File: src/core/suf_pkg.sv
// Package for the serial upload stream filter: character codes, buffer
// sizing, flow-control marks, guard timing and shared types.
// Assumes a 100 MHz system clock and a slow fixed-rate timer tick.
package suf_pkg;

  localparam logic [7:0] CHAR_CR = 8'h0d;
  localparam logic [7:0] CHAR_LF = 8'h0a;
  localparam logic [7:0] CHAR_EOF = 8'h1a;
  localparam logic [7:0] CHAR_XON = 8'h11;
  localparam logic [7:0] CHAR_XOFF = 8'h13;

  localparam int BUF_DEPTH = 160;
  localparam int FC_HIGH = 128;
  localparam int FC_LOW = 32;

  localparam int CLK_HZ = 100000000;
  localparam int TICK_HZ = 200;
  localparam int GUARD_S = 3;
  localparam int GUARD_TICKS = GUARD_S * TICK_HZ;

  typedef enum logic [1:0] {
    SUF_DEV_CARD,
    SUF_DEV_CON,
    SUF_DEV_CONB
  } suf_dev_t;

  typedef struct packed {
    logic eof;
    logic [7:0] data;
  } suf_entry_t;

endpackage

File: src/core/suf_filter.sv
// Serial upload stream filter: takes received serial bytes, filters them
// in text or binary upload mode and hands them to a file writer.
// Assumes a byte-wide serial receiver and transmitter outside, a file
// writer with valid/ready, and a tick pulse of one cycle at TICK_HZ.
`timescale 1ns/1ps

// Overview of operation
// - Text mode: each carriage return is written as carriage return plus line feed.
// - Text mode: a line feed already following a carriage return is not doubled.
// - Text mode: XON and XOFF are neither echoed nor written.
// - Text mode: host XOFF pauses our echo (not our XON/XOFF), XON resumes it.
// - Text mode: end-of-file byte closes the file and is not written.
// - Binary mode: every data byte is written unchanged.
// - Binary mode: end-of-file byte inside the guard time is plain data.
// - Binary mode: XON and XOFF are written as data, not acted on, not echoed.
// - Binary mode: end-of-file byte after the guard time closes the file.
// - Binary mode: an end-of-file byte as first byte never ends the upload.
// - Binary mode: the terminating end-of-file byte is not written.
// - Text mode: received file contents are echoed to the host.
// - Send XOFF when we cannot take more, XON when we can again.
// - Buffer received bytes in a 160-byte buffer, dropping bytes when full.
// - Toggle the status indicator as data is written to the card.
// - Console sources are accepted only as source, rejected as destination.
// - Console source takes copy data from the serial receiver.
module suf_filter #(
  parameter int DEPTH = suf_pkg::BUF_DEPTH,
  parameter int HIGH_MARK = suf_pkg::FC_HIGH,
  parameter int LOW_MARK = suf_pkg::FC_LOW,
  parameter int GUARD_TICKS = suf_pkg::GUARD_TICKS
) (
  input wire logic ref_clk,
  input wire logic arst_n,
  input wire logic clk_en,
  input wire logic tick,
  input wire logic cmd_valid,
  input wire suf_pkg::suf_dev_t cmd_src,
  input wire suf_pkg::suf_dev_t cmd_dst,
  input wire logic rx_valid,
  input wire logic [7:0] rx_data,
  input wire logic wr_ready,
  input wire logic tx_ready,
  output logic cmd_reject,
  output logic busy,
  output logic serial_src,
  output logic wr_valid,
  output logic [7:0] wr_data,
  output logic file_close,
  output logic tx_valid,
  output logic [7:0] tx_data,
  output logic led,
  output logic rx_drop
);

  localparam int PW = $clog2(DEPTH);
  localparam int CW = $clog2(DEPTH + 1);
  localparam int GW = $clog2(GUARD_TICKS + 1);
  localparam logic [CW-1:0] DEPTH_C = CW'(DEPTH);
  localparam logic [CW-1:0] HIGH_C = CW'(HIGH_MARK);
  localparam logic [CW-1:0] LOW_C = CW'(LOW_MARK);
  localparam logic [GW-1:0] GUARD_C = GW'(GUARD_TICKS);
  localparam logic [PW-1:0] LAST_C = PW'(DEPTH - 1);
  if (DEPTH < 2 || HIGH_MARK > DEPTH || LOW_MARK >= HIGH_MARK || LOW_MARK < 1) begin : g_chk
    $error("suf_filter: buffer depth or flow-control marks unusable");
  end
  if (GUARD_TICKS < 1) begin : g_chk_guard
    $error("suf_filter: guard tick count must be at least one");
  end
  typedef enum logic [1:0] {
    ST_IDLE,
    ST_TEXT,
    ST_BIN
  } suf_state_t;
  logic rst_s1_q, rst_n_q;
  always_ff @(posedge ref_clk or negedge arst_n) begin
    if (!arst_n) begin
      rst_s1_q <= 1'b0;
      rst_n_q <= 1'b0;
    end else begin
      rst_s1_q <= 1'b1;
      rst_n_q <= rst_s1_q;
    end
  end
  suf_state_t state_q;
  suf_pkg::suf_entry_t buf_q [DEPTH];
  suf_pkg::suf_entry_t head, push_ent;
  logic [PW-1:0] wptr_q, rptr_q;
  logic [CW-1:0] count_q;
  logic [GW-1:0] guard_q;
  logic first_q, eof_seen_q, lf_pend_q, host_paused_q, stopped_q, xoff_req_q, xon_req_q;
  logic echo_pend_q;
  logic [7:0] echo_data_q;
  logic text, bin, start, rx_take, is_flow, push_req, push, pop;
  logic load, do_close, guard_ok, echo_set, wr_stall, want_stop, want_go, tx_free;
  assign text = state_q == ST_TEXT;
  assign bin = state_q == ST_BIN;
  assign start = cmd_valid && state_q == ST_IDLE && cmd_dst == suf_pkg::SUF_DEV_CARD
    && cmd_src != suf_pkg::SUF_DEV_CARD;
  assign rx_take = rx_valid && (text || bin) && !eof_seen_q;
  assign is_flow = rx_data == suf_pkg::CHAR_XON || rx_data == suf_pkg::CHAR_XOFF;
  assign guard_ok = guard_q == '0;
  assign head = buf_q[rptr_q];
  assign wr_stall = wr_valid && !wr_ready;
  assign tx_free = !tx_valid || tx_ready;

  // Classify each received byte before it enters the buffer
  always_comb begin
    push_req = 1'b0;
    push_ent = '{eof: 1'b0, data: rx_data};
    echo_set = 1'b0;
    if (rx_take && text) begin
      if (!is_flow) begin
        push_req = 1'b1;
        if (rx_data == suf_pkg::CHAR_EOF) begin
          push_ent.eof = 1'b1;
        end else begin
          echo_set = 1'b1;
        end
      end
    end else if (rx_take && bin) begin
      push_req = 1'b1;
      if (rx_data == suf_pkg::CHAR_EOF && guard_ok && !first_q) begin
        push_ent.eof = 1'b1;
      end
    end
  end

  assign push = push_req && count_q != DEPTH_C;
  always_ff @(posedge ref_clk or negedge rst_n_q) begin
    if (!rst_n_q) begin
      rx_drop <= 1'b0;
    end else if (clk_en) begin
      rx_drop <= push_req && !push;
    end
  end

  // Drain side: pick the next byte for the writer, inserting line feeds
  always_comb begin
    load = (text || bin) && (!wr_valid || wr_ready);
    pop = 1'b0;
    do_close = 1'b0;
    if (load && lf_pend_q) begin
      if (count_q != '0 && !head.eof && head.data == suf_pkg::CHAR_LF) begin
        pop = 1'b1;
      end
    end else if (load && count_q != '0) begin
      pop = 1'b1;
      do_close = head.eof;
    end
  end

  always_ff @(posedge ref_clk or negedge rst_n_q) begin
    if (!rst_n_q) begin
      state_q <= ST_IDLE;
      cmd_reject <= 1'b0;
      serial_src <= 1'b0;
      busy <= 1'b0;
    end else if (clk_en) begin
      cmd_reject <= cmd_valid && state_q == ST_IDLE && cmd_dst != suf_pkg::SUF_DEV_CARD;
      case (state_q)
        ST_IDLE: begin
          if (cmd_valid && cmd_dst == suf_pkg::SUF_DEV_CARD) begin
            serial_src <= cmd_src != suf_pkg::SUF_DEV_CARD;
          end
          if (start && cmd_src == suf_pkg::SUF_DEV_CON) begin
            state_q <= ST_TEXT;
            busy <= 1'b1;
          end else if (start) begin
            state_q <= ST_BIN;
            busy <= 1'b1;
          end
        end
        default: begin
          if (do_close) begin
            state_q <= ST_IDLE;
            busy <= 1'b0;
            serial_src <= 1'b0;
          end
        end
      endcase
    end
  end

  // Receive buffer; storage itself needs no reset
  always_ff @(posedge ref_clk) begin
    if (clk_en && push) begin
      buf_q[wptr_q] <= push_ent;
    end
  end

  always_ff @(posedge ref_clk or negedge rst_n_q) begin
    if (!rst_n_q) begin
      wptr_q <= '0;
      rptr_q <= '0;
      count_q <= '0;
    end else if (clk_en) begin
      if (start) begin
        wptr_q <= '0;
        rptr_q <= '0;
        count_q <= '0;
      end else begin
        if (push) begin
          wptr_q <= wptr_q == LAST_C ? '0 : wptr_q + 1'b1;
        end
        if (pop) begin
          rptr_q <= rptr_q == LAST_C ? '0 : rptr_q + 1'b1;
        end
        if (push && !pop) begin
          count_q <= count_q + 1'b1;
        end else if (pop && !push) begin
          count_q <= count_q - 1'b1;
        end
      end
    end
  end

  // Writer output register
  always_ff @(posedge ref_clk or negedge rst_n_q) begin
    if (!rst_n_q) begin
      wr_valid <= 1'b0;
      wr_data <= 8'h00;
      lf_pend_q <= 1'b0;
      file_close <= 1'b0;
    end else if (clk_en) begin
      file_close <= do_close;
      if (start) begin
        lf_pend_q <= 1'b0;
      end else if (load && lf_pend_q && count_q != '0) begin
        wr_valid <= 1'b1;
        wr_data <= suf_pkg::CHAR_LF;
        lf_pend_q <= 1'b0;
      end else if (pop && !do_close) begin
        wr_valid <= 1'b1;
        wr_data <= head.data;
        lf_pend_q <= text && head.data == suf_pkg::CHAR_CR;
      end else if (load) begin
        wr_valid <= 1'b0;
      end
    end
  end

  always_ff @(posedge ref_clk or negedge rst_n_q) begin
    if (!rst_n_q) begin
      led <= 1'b0;
    end else if (clk_en && wr_valid && wr_ready) begin
      led <= ~led;
    end
  end

  // Guard timer; reloading on every byte makes it measure silence
  always_ff @(posedge ref_clk or negedge rst_n_q) begin
    if (!rst_n_q) begin
      guard_q <= '0;
      first_q <= 1'b1;
      eof_seen_q <= 1'b0;
    end else if (clk_en) begin
      if (start) begin
        guard_q <= GUARD_C;
        first_q <= 1'b1;
        eof_seen_q <= 1'b0;
      end else begin
        if (rx_take) begin
          guard_q <= GUARD_C;
          first_q <= 1'b0;
        end else if (tick && !guard_ok) begin
          guard_q <= guard_q - 1'b1;
        end
        // Bytes after the end marker belong to no file
        if (push && push_ent.eof) begin
          eof_seen_q <= 1'b1;
        end
      end
    end
  end

  // Host flow control applies to text uploads only
  always_ff @(posedge ref_clk or negedge rst_n_q) begin
    if (!rst_n_q) begin
      host_paused_q <= 1'b0;
    end else if (clk_en) begin
      if (!text) begin
        host_paused_q <= 1'b0;
      end else if (rx_take && rx_data == suf_pkg::CHAR_XOFF) begin
        host_paused_q <= 1'b1;
      end else if (rx_take && rx_data == suf_pkg::CHAR_XON) begin
        host_paused_q <= 1'b0;
      end
    end
  end

  // Our own flow control toward the host, with hysteresis
  assign want_stop = count_q >= HIGH_C || (wr_stall && count_q >= LOW_C);
  assign want_go = count_q < LOW_C && !wr_stall;

  always_ff @(posedge ref_clk or negedge rst_n_q) begin
    if (!rst_n_q) begin
      stopped_q <= 1'b0;
      xoff_req_q <= 1'b0;
      xon_req_q <= 1'b0;
    end else if (clk_en) begin
      if (!(text || bin)) begin
        stopped_q <= 1'b0;
        xoff_req_q <= 1'b0;
        xon_req_q <= 1'b0;
      end else begin
        if (!stopped_q && want_stop) begin
          stopped_q <= 1'b1;
          xoff_req_q <= 1'b1;
          xon_req_q <= 1'b0;
        end else if (stopped_q && want_go) begin
          stopped_q <= 1'b0;
          xon_req_q <= 1'b1;
          xoff_req_q <= 1'b0;
        end else if (tx_free && xoff_req_q) begin
          xoff_req_q <= 1'b0;
        end else if (tx_free && xon_req_q) begin
          xon_req_q <= 1'b0;
        end
      end
    end
  end

  // Echo holding register; a new byte overwrites one not yet sent
  always_ff @(posedge ref_clk or negedge rst_n_q) begin
    if (!rst_n_q) begin
      echo_pend_q <= 1'b0;
      echo_data_q <= 8'h00;
    end else if (clk_en) begin
      if (!text) begin
        echo_pend_q <= 1'b0;
      end else if (echo_set) begin
        echo_pend_q <= 1'b1;
        echo_data_q <= rx_data;
      end else if (tx_free && !xoff_req_q && !xon_req_q && !host_paused_q) begin
        echo_pend_q <= 1'b0;
      end
    end
  end

  // Transmitter: flow characters first, then echo unless the host paused us
  always_ff @(posedge ref_clk or negedge rst_n_q) begin
    if (!rst_n_q) begin
      tx_valid <= 1'b0;
      tx_data <= 8'h00;
    end else if (clk_en && tx_free) begin
      if (xoff_req_q) begin
        tx_valid <= 1'b1;
        tx_data <= suf_pkg::CHAR_XOFF;
      end else if (xon_req_q) begin
        tx_valid <= 1'b1;
        tx_data <= suf_pkg::CHAR_XON;
      end else if (echo_pend_q && !host_paused_q && text) begin
        tx_valid <= 1'b1;
        tx_data <= echo_data_q;
      end else begin
        tx_valid <= 1'b0;
      end
    end
  end

endmodule // suf_filter

File: config.mk
export PLATFORM = sky130hd
export DESIGN_NAME = suf_filter
export DESIGN_NICKNAME = d
export VERILOG_FILES = /design/src/core/suf_pkg.sv /design/src/core/suf_filter.sv
export SDC_FILE = /design/constraint.sdc
export NUM_CORES = 2
export LEC_CHECK = 0
export ABC_AREA = 0
export BUFFER_PORTS_ARGS = -buffer_cell sky130_fd_sc_hd__buf_2
export CORE_UTILIZATION = 62
export CTS_BUF_LIST = sky130_fd_sc_hd__clkbuf_4 sky130_fd_sc_hd__clkbuf_8
export CTS_CLUSTER_SIZE = 16
export DETAILED_ROUTE_END_ITERATION = 16
export MAX_ROUTING_LAYER = met4
export PLACE_DENSITY_LB_ADDON = 0.08
export RECOVER_POWER = 100
export SYNTH_ARGS = -nofsm -noshare
export SYNTH_HDL_FRONTEND = slang
export SYNTH_SLANG_ARGS = --single-unit
File: constraint.sdc
create_clock -name ref_clk -period 4.8 [get_ports ref_clk]
set_clock_uncertainty 0.1 [all_clocks]
set_input_delay 0.72 -clock ref_clk [delete_from_list [all_inputs] [get_ports ref_clk]]
set_output_delay 0.72 -clock ref_clk [all_outputs]
set_load 0.01 [all_outputs]
## Word level (Yosys, flattened, before mapping)

Memory sizes are Yosys's and may differ from the RTL's.
Index checks and enable logic that the tools add are counted.

| cells by class | value |
|---|---|
| equal/unequal tests | 19 |
| order comparisons | 3 |
| multiplexer cells | 76 |
| reduce and logical (&&, ||, !) cells | 99 |
| $add $sub $neg | 5 |
| bitwise gates (word level) | 2 |

Operator list:

| operator | number |
|---|---|
| 2-to-1 mux 8 bit | 14 |
| 2-to-1 mux 1 bit | 55 |
| logical AND 1 bit | 44 |
| 2-to-1 mux 10 bit | 3 |
| adder 8 x 1 -> 8 bit (second input constant) | 3 |
| equality test 8 x 5 -> 1 bit (second input constant) | 3 |
| AND reduction 2 bit | 12 |
| AND reduction 3 bit | 6 |
| equality test 8 x 4 -> 1 bit (second input constant) | 2 |
| equality test 8 bit (second input constant) | 2 |
| nonzero test 2 bit | 8 |
| zero test 1 bit | 15 |
| nonzero test 3 bit | 5 |
| zero test 10 bit | 1 |
| subtractor 10 x 1 -> 10 bit (second input constant) | 1 |
| inequality test 3 x 1 -> 1 bit (second input constant) | 3 |
| >= comparator 8 x 6 -> 1 bit (second input constant) | 1 |
| >= comparator 8 bit (second input constant) | 1 |
| < comparator 8 x 6 -> 1 bit (second input constant) | 1 |
| 2-to-1 mux 2 bit | 4 |
| inequality test 4 x 1 -> 1 bit (second input constant) | 2 |
| inequality test 8 bit (second input constant) | 1 |
| nonzero test 8 bit | 1 |
| subtractor 8 x 1 -> 8 bit (second input constant) | 1 |
| 8 further kinds | 15 |

| storage, ports and cells | value |
|---|---|
| bits in writable memories | 1440 |
| input bits | 20 |
| output and inout port bits | 24 |
| register bits after elaboration | 78 |
| memories | 1 |
| logic and storage cells | 231 |

Memories:

| memory | words | width | read ports | clocked after memory_dff | write ports | line | source |
|---|---|---|---|---|---|---|---|
| buf_q | 160 | 9 | 1 | 0 | 1 | suf_filter.sv:84 | `suf_pkg::suf_entry_t buf_q [DEPTH];` |

## Longest topological paths before layout

| logic depth | value |
|---|---|
| depth in word-level cells | 13 |
| mapped depth | 26 |
| depth with buffers taken out | 20 |

## Worst setup path after synthesis

OpenSTA, ideal clock, no wires.

| path | value |
|---|---|
| path type | in2reg |
| from | input rx_data[2] |
| to | memory buf_q[0][8] (netlist name) (data pin) |
| buffers on the path | 0 |
| data required time | 2849 ps |
| arrival time | 9893 ps |
| setup slack | -7043 ps |
| library setup time | 1851 ps |
| stages on the path | 2 |
| cells stage by stage | or4_1 > nor4_1 |

RTL lines:

| item | line | source |
|---|---|---|
| start, declared | suf_filter.sv:39 | `input wire logic [7:0] rx_data,` |
| end, declared | suf_filter.sv:84 |  |

## Final worst setup path

| path | value |
|---|---|
| from | register rptr_q[0] |
| to | register count_q[7] |

| between the ends | value |
|---|---|
| cells in the longest elaborated chain, start to end | 10 |
| elaborated cells between the ends (all ways) | 14 |
| classes of those cells | eq/ne (1); mux (4); reduce/logical (8); memory (1) |

Ends and longest elaborated chain:

| item | line | source |
|---|---|---|
| start, declared | suf_filter.sv:86 | `logic [PW-1:0] wptr_q, rptr_q;` |
| start signal, assigned | suf_filter.sv:205 | `rptr_q <= rptr_q == LAST_C ? '0 : rptr_q + 1'b1;` |
| memory (160 x 9 bit) (*) | - |  |
| parallel branches: the longest is 2 deep, another holds equality test 8 x 4 -> 1 bit | - |  |
| logical AND 1 bit (*) | suf_filter.sv:142 | `if (count_q != '0 && !head.eof && head.data == suf_pkg::CHAR_LF) begin` |
| 2-to-1 mux 1 bit (*) | suf_filter.sv:142 |  |
| 2-to-1 mux 1 bit (*) | suf_filter.sv:141 | `if (load && lf_pend_q) begin` |
| zero test 1 bit | suf_filter.sv:207 | `if (push && !pop) begin` |
| logical AND 1 bit | suf_filter.sv:207 |  |
| nonzero test 3 bit (no source line) or 2-to-1 mux 8 bit (tied branches) | - |  |
| AND reduction 2 bit (no source line) or 2-to-1 mux 8 bit (tied branches) | - |  |
| end signal, assigned | suf_filter.sv:208 | `count_q <= count_q + 1'b1;` |
| end signal, assigned | suf_filter.sv:210 | `count_q <= count_q - 1'b1;` |
| end, declared | suf_filter.sv:87 | `logic [CW-1:0] count_q;` |

Mark *: on every way between the ends.
A chain may end at the register's enable or synchronous reset.

==> qor.yml <==
power:
  finalPower_uw: 38500
  powerDensity_nw_per_um2: 548
  ir_drop_v: 0.000361
  power_leakage_uw: 0.0230
setup_path:
  cp.required_ps: 5470
  crit_fanout: 14
  cpPeakStageDelay_ps: 520
  r2r-start: "rptr_q[0]"
  worstReg2RegEnd: "count_q[7]"
  cpMaxStageDelayCell: "dfrtp_4"
  worst_setup_path_start_kind: "flop"
  cp-end-kind: "flop"
  ff2ff_setup_slack_ps: -310
  rr_worst_depth: 25
  critPathLaunch: "rptr_q[0]"
  crit_top_cell: "buf_4"
  crit_type: "reg -> reg"
  crit_arrival_ps: 5780
sta:
  slew_viol_final: 1038
  period_share_pct: 106
  relSlewSlack_pct: -163
  worst_pin_slew_ps: 3940
  period_needed_ps: 5110
  finalHoldViolCount: 0
  whs_ps: 237
  fin_ws_ps: -307
  timing.fmax_mhz: 196
  rsz0062_at_grt: "true"
  setup_viol: 5
clock_tree:
  cts.sinks: 1518
  clk_latency_ps: 890
  cts-buffers-inserted: 226
  cts-root-buf: "clkbuf_8"
  clk_pin_slew_worst_paths_ps: 60
  cts_tree: "yes"
  cts_max_path_buffers: 3
  cts_max_level: 4
detailed_routing:
  finalWirelength_mm: 160
  drtIter0Drc: 4085
  drtPass1Iterations: 7
  wl_per_cell_um: 30.6
  avgViaCountPerCell: 6.52
  drcViolationCount: 0
  vias: 34166
  ant_nets: 0
placement:
  dpl-instance-area_um2: 65600
  place_inst: 4783
  place_ws_ps: -725
  port_buffers: 43
  routabilityCongestion: 0.953
  dp_hpwl_mm: 103
floorplan:
  die_w_um: 313
  die_y_um: 313
  io_pins: 44
  coreArea_um2: 95600
  die_area_um2: 98200
  num_rows: 113
  start_util_pct: 62.9
global_routing:
  grt_overflow: 0
  grt_pass1_vias: 34312
  antenna_found_initial: 3
  track_usage_pct: 34.5
  grt_pass1_wl_mm: 233
  grt_max_degree: 163
final_layout:
  drive_gt1_share_pct: 30.2
  area_growth_pct: 16.9
  multi_input_area_um2: 14400
  fin_area_um2: 70300
  num-fill-cells: 5743
  regArea_um2: 45200
  final_nets: 3829
  final_cell_mix: "1440 x edfxtp_1, 315 x mux4_2, 308 x buf_4, 239 x clkbuf_8, 224 x nor2_1"
  layout_commonest_cell: "edfxtp_1"
  fin_cells: 5238
logic_synthesis:
  yosysWarnings: 0
  synth_edf_count: 1440
  synth_fp_nets: 3157
  synthFlopType: "edfxtp_1"
  synthCells: 3121
  synth_area_per_cell_um2: 19.3
  yosysSeqAreaShare_pct: 75.2
  synth.distinct_cells: 71
  syn_area_um2: 60100
  async_flop_share_pct: 5.14
  ys_ff_latch: 1518
worst_hold_path:
  min_to: "wptr_q[4]"
  min_from: "clk_en"
  hold_path_class: "in -> reg"
  whs_path_depth: 4
status:
  status: "finished, violations left"
  violations: "capacitance limit, slew limit, setup timing"
run:
  maxCapViolCount: 13
## flip-flops by register name (all words and copies together) (netlist names), 2 cells and up
name,flops
buf_q,1440
state_q,2
echo_data_q,8
wptr_q,8
rptr_q,8
tx_data,8
count_q,8
wr_data,8
guard_q,10
## through the flow
stage	util (%)	TNS, ps
after floorplan	-	-19890
after global placement	68.6	-5630
after detailed placement	68.6	-13110
after CTS	74.2	-498
after global routing	73.5	-16030
final	73.5	-926
## how the worst max path moves through the flow
| stage | to | slack [ps] |
|---|---|---|
| floorplan | buf_q[0][8] | -120 |
| detailed placement | count_q[7] | -730 |
| global route | count_q[7] | -450 |
| finish | count_q[7] | -310 |
| CTS | count_q[7] | -230 |
| global placement | count_q[7] | -880 |
## synth_stat cells, drive strengths merged (43+ instances only)
master,number,area [um^2]
nand2,151,567
o21ai,55,275
edfxtp,1440,43200
nor2,225,845
buf,81,556
nand3,58,290
clkbuf,85,319
a22oi,50,375
mux2i,149,1490
mux4,315,7090
o22ai,45,282
a21oi,43,215
dfrtp,77,1930
## where the power goes
part           internal [uW]  switching (uW)
Clock                   5430            4760
Sequential             14700             269
Combinational           6320            7010
Total                  26500           12000
## layer usage
metal  up-vias  GRT usage [%]  wire length, um
met4         0           13.8             6970
met2      1939           51.1            74800
met1     17777           47.4            61300
li1      14118              -                -
met5         -              -                0
met3       332           7.58            17200
## worst max-delay path, delay by kind of cell, from the launching register on
kind,cells,cell delay (ps)
flops,1,520
compound gates,11,2000
mux,2,520
simple gates,6,710
buf+inv,5,950
fa+ha+maj,1,200
## cells by family (layout without fill, tap and decap cells)
logic type	after synthesis	count (layout)	share of synthesized area, %
flip-flops	1518	1518	75.2
AND/OR/NAND/NOR	569	569	4.21
multiplexers	499	499	14.9
AO/OA/AOI/OAI	309	309	3.49
buffers and inverters	194	1041	1.63
adder cells (fa/ha/maj)	16	16	0.345
XOR/XNOR	15	15	0.219
other	1	6	0.00624
## layout make-up
type,instances,share of cell area (%)
Clock inverter,96,0.871
Multi-Input combinational cell,1409,20.4
Tap cell,1265,2.25
Clock buffer,307,5.41
Antenna cell,5,0.0178
Timing Repair Buffer,610,6.55
Sequential cell,1518,64.3
Inverter,28,0.153
## repair_timing
item / in CTS / in global routing
hold buffers: 8 / 0
endpoints found under the hold margin: 7 / 0
buffers inserted: 25 / 11
gates cloned: 5 / 0
setup endpoints to repair: 7 / 6
pin swaps: 36 / 11
resized for setup: 93 / 11
(Power assumes the default switching activity.)
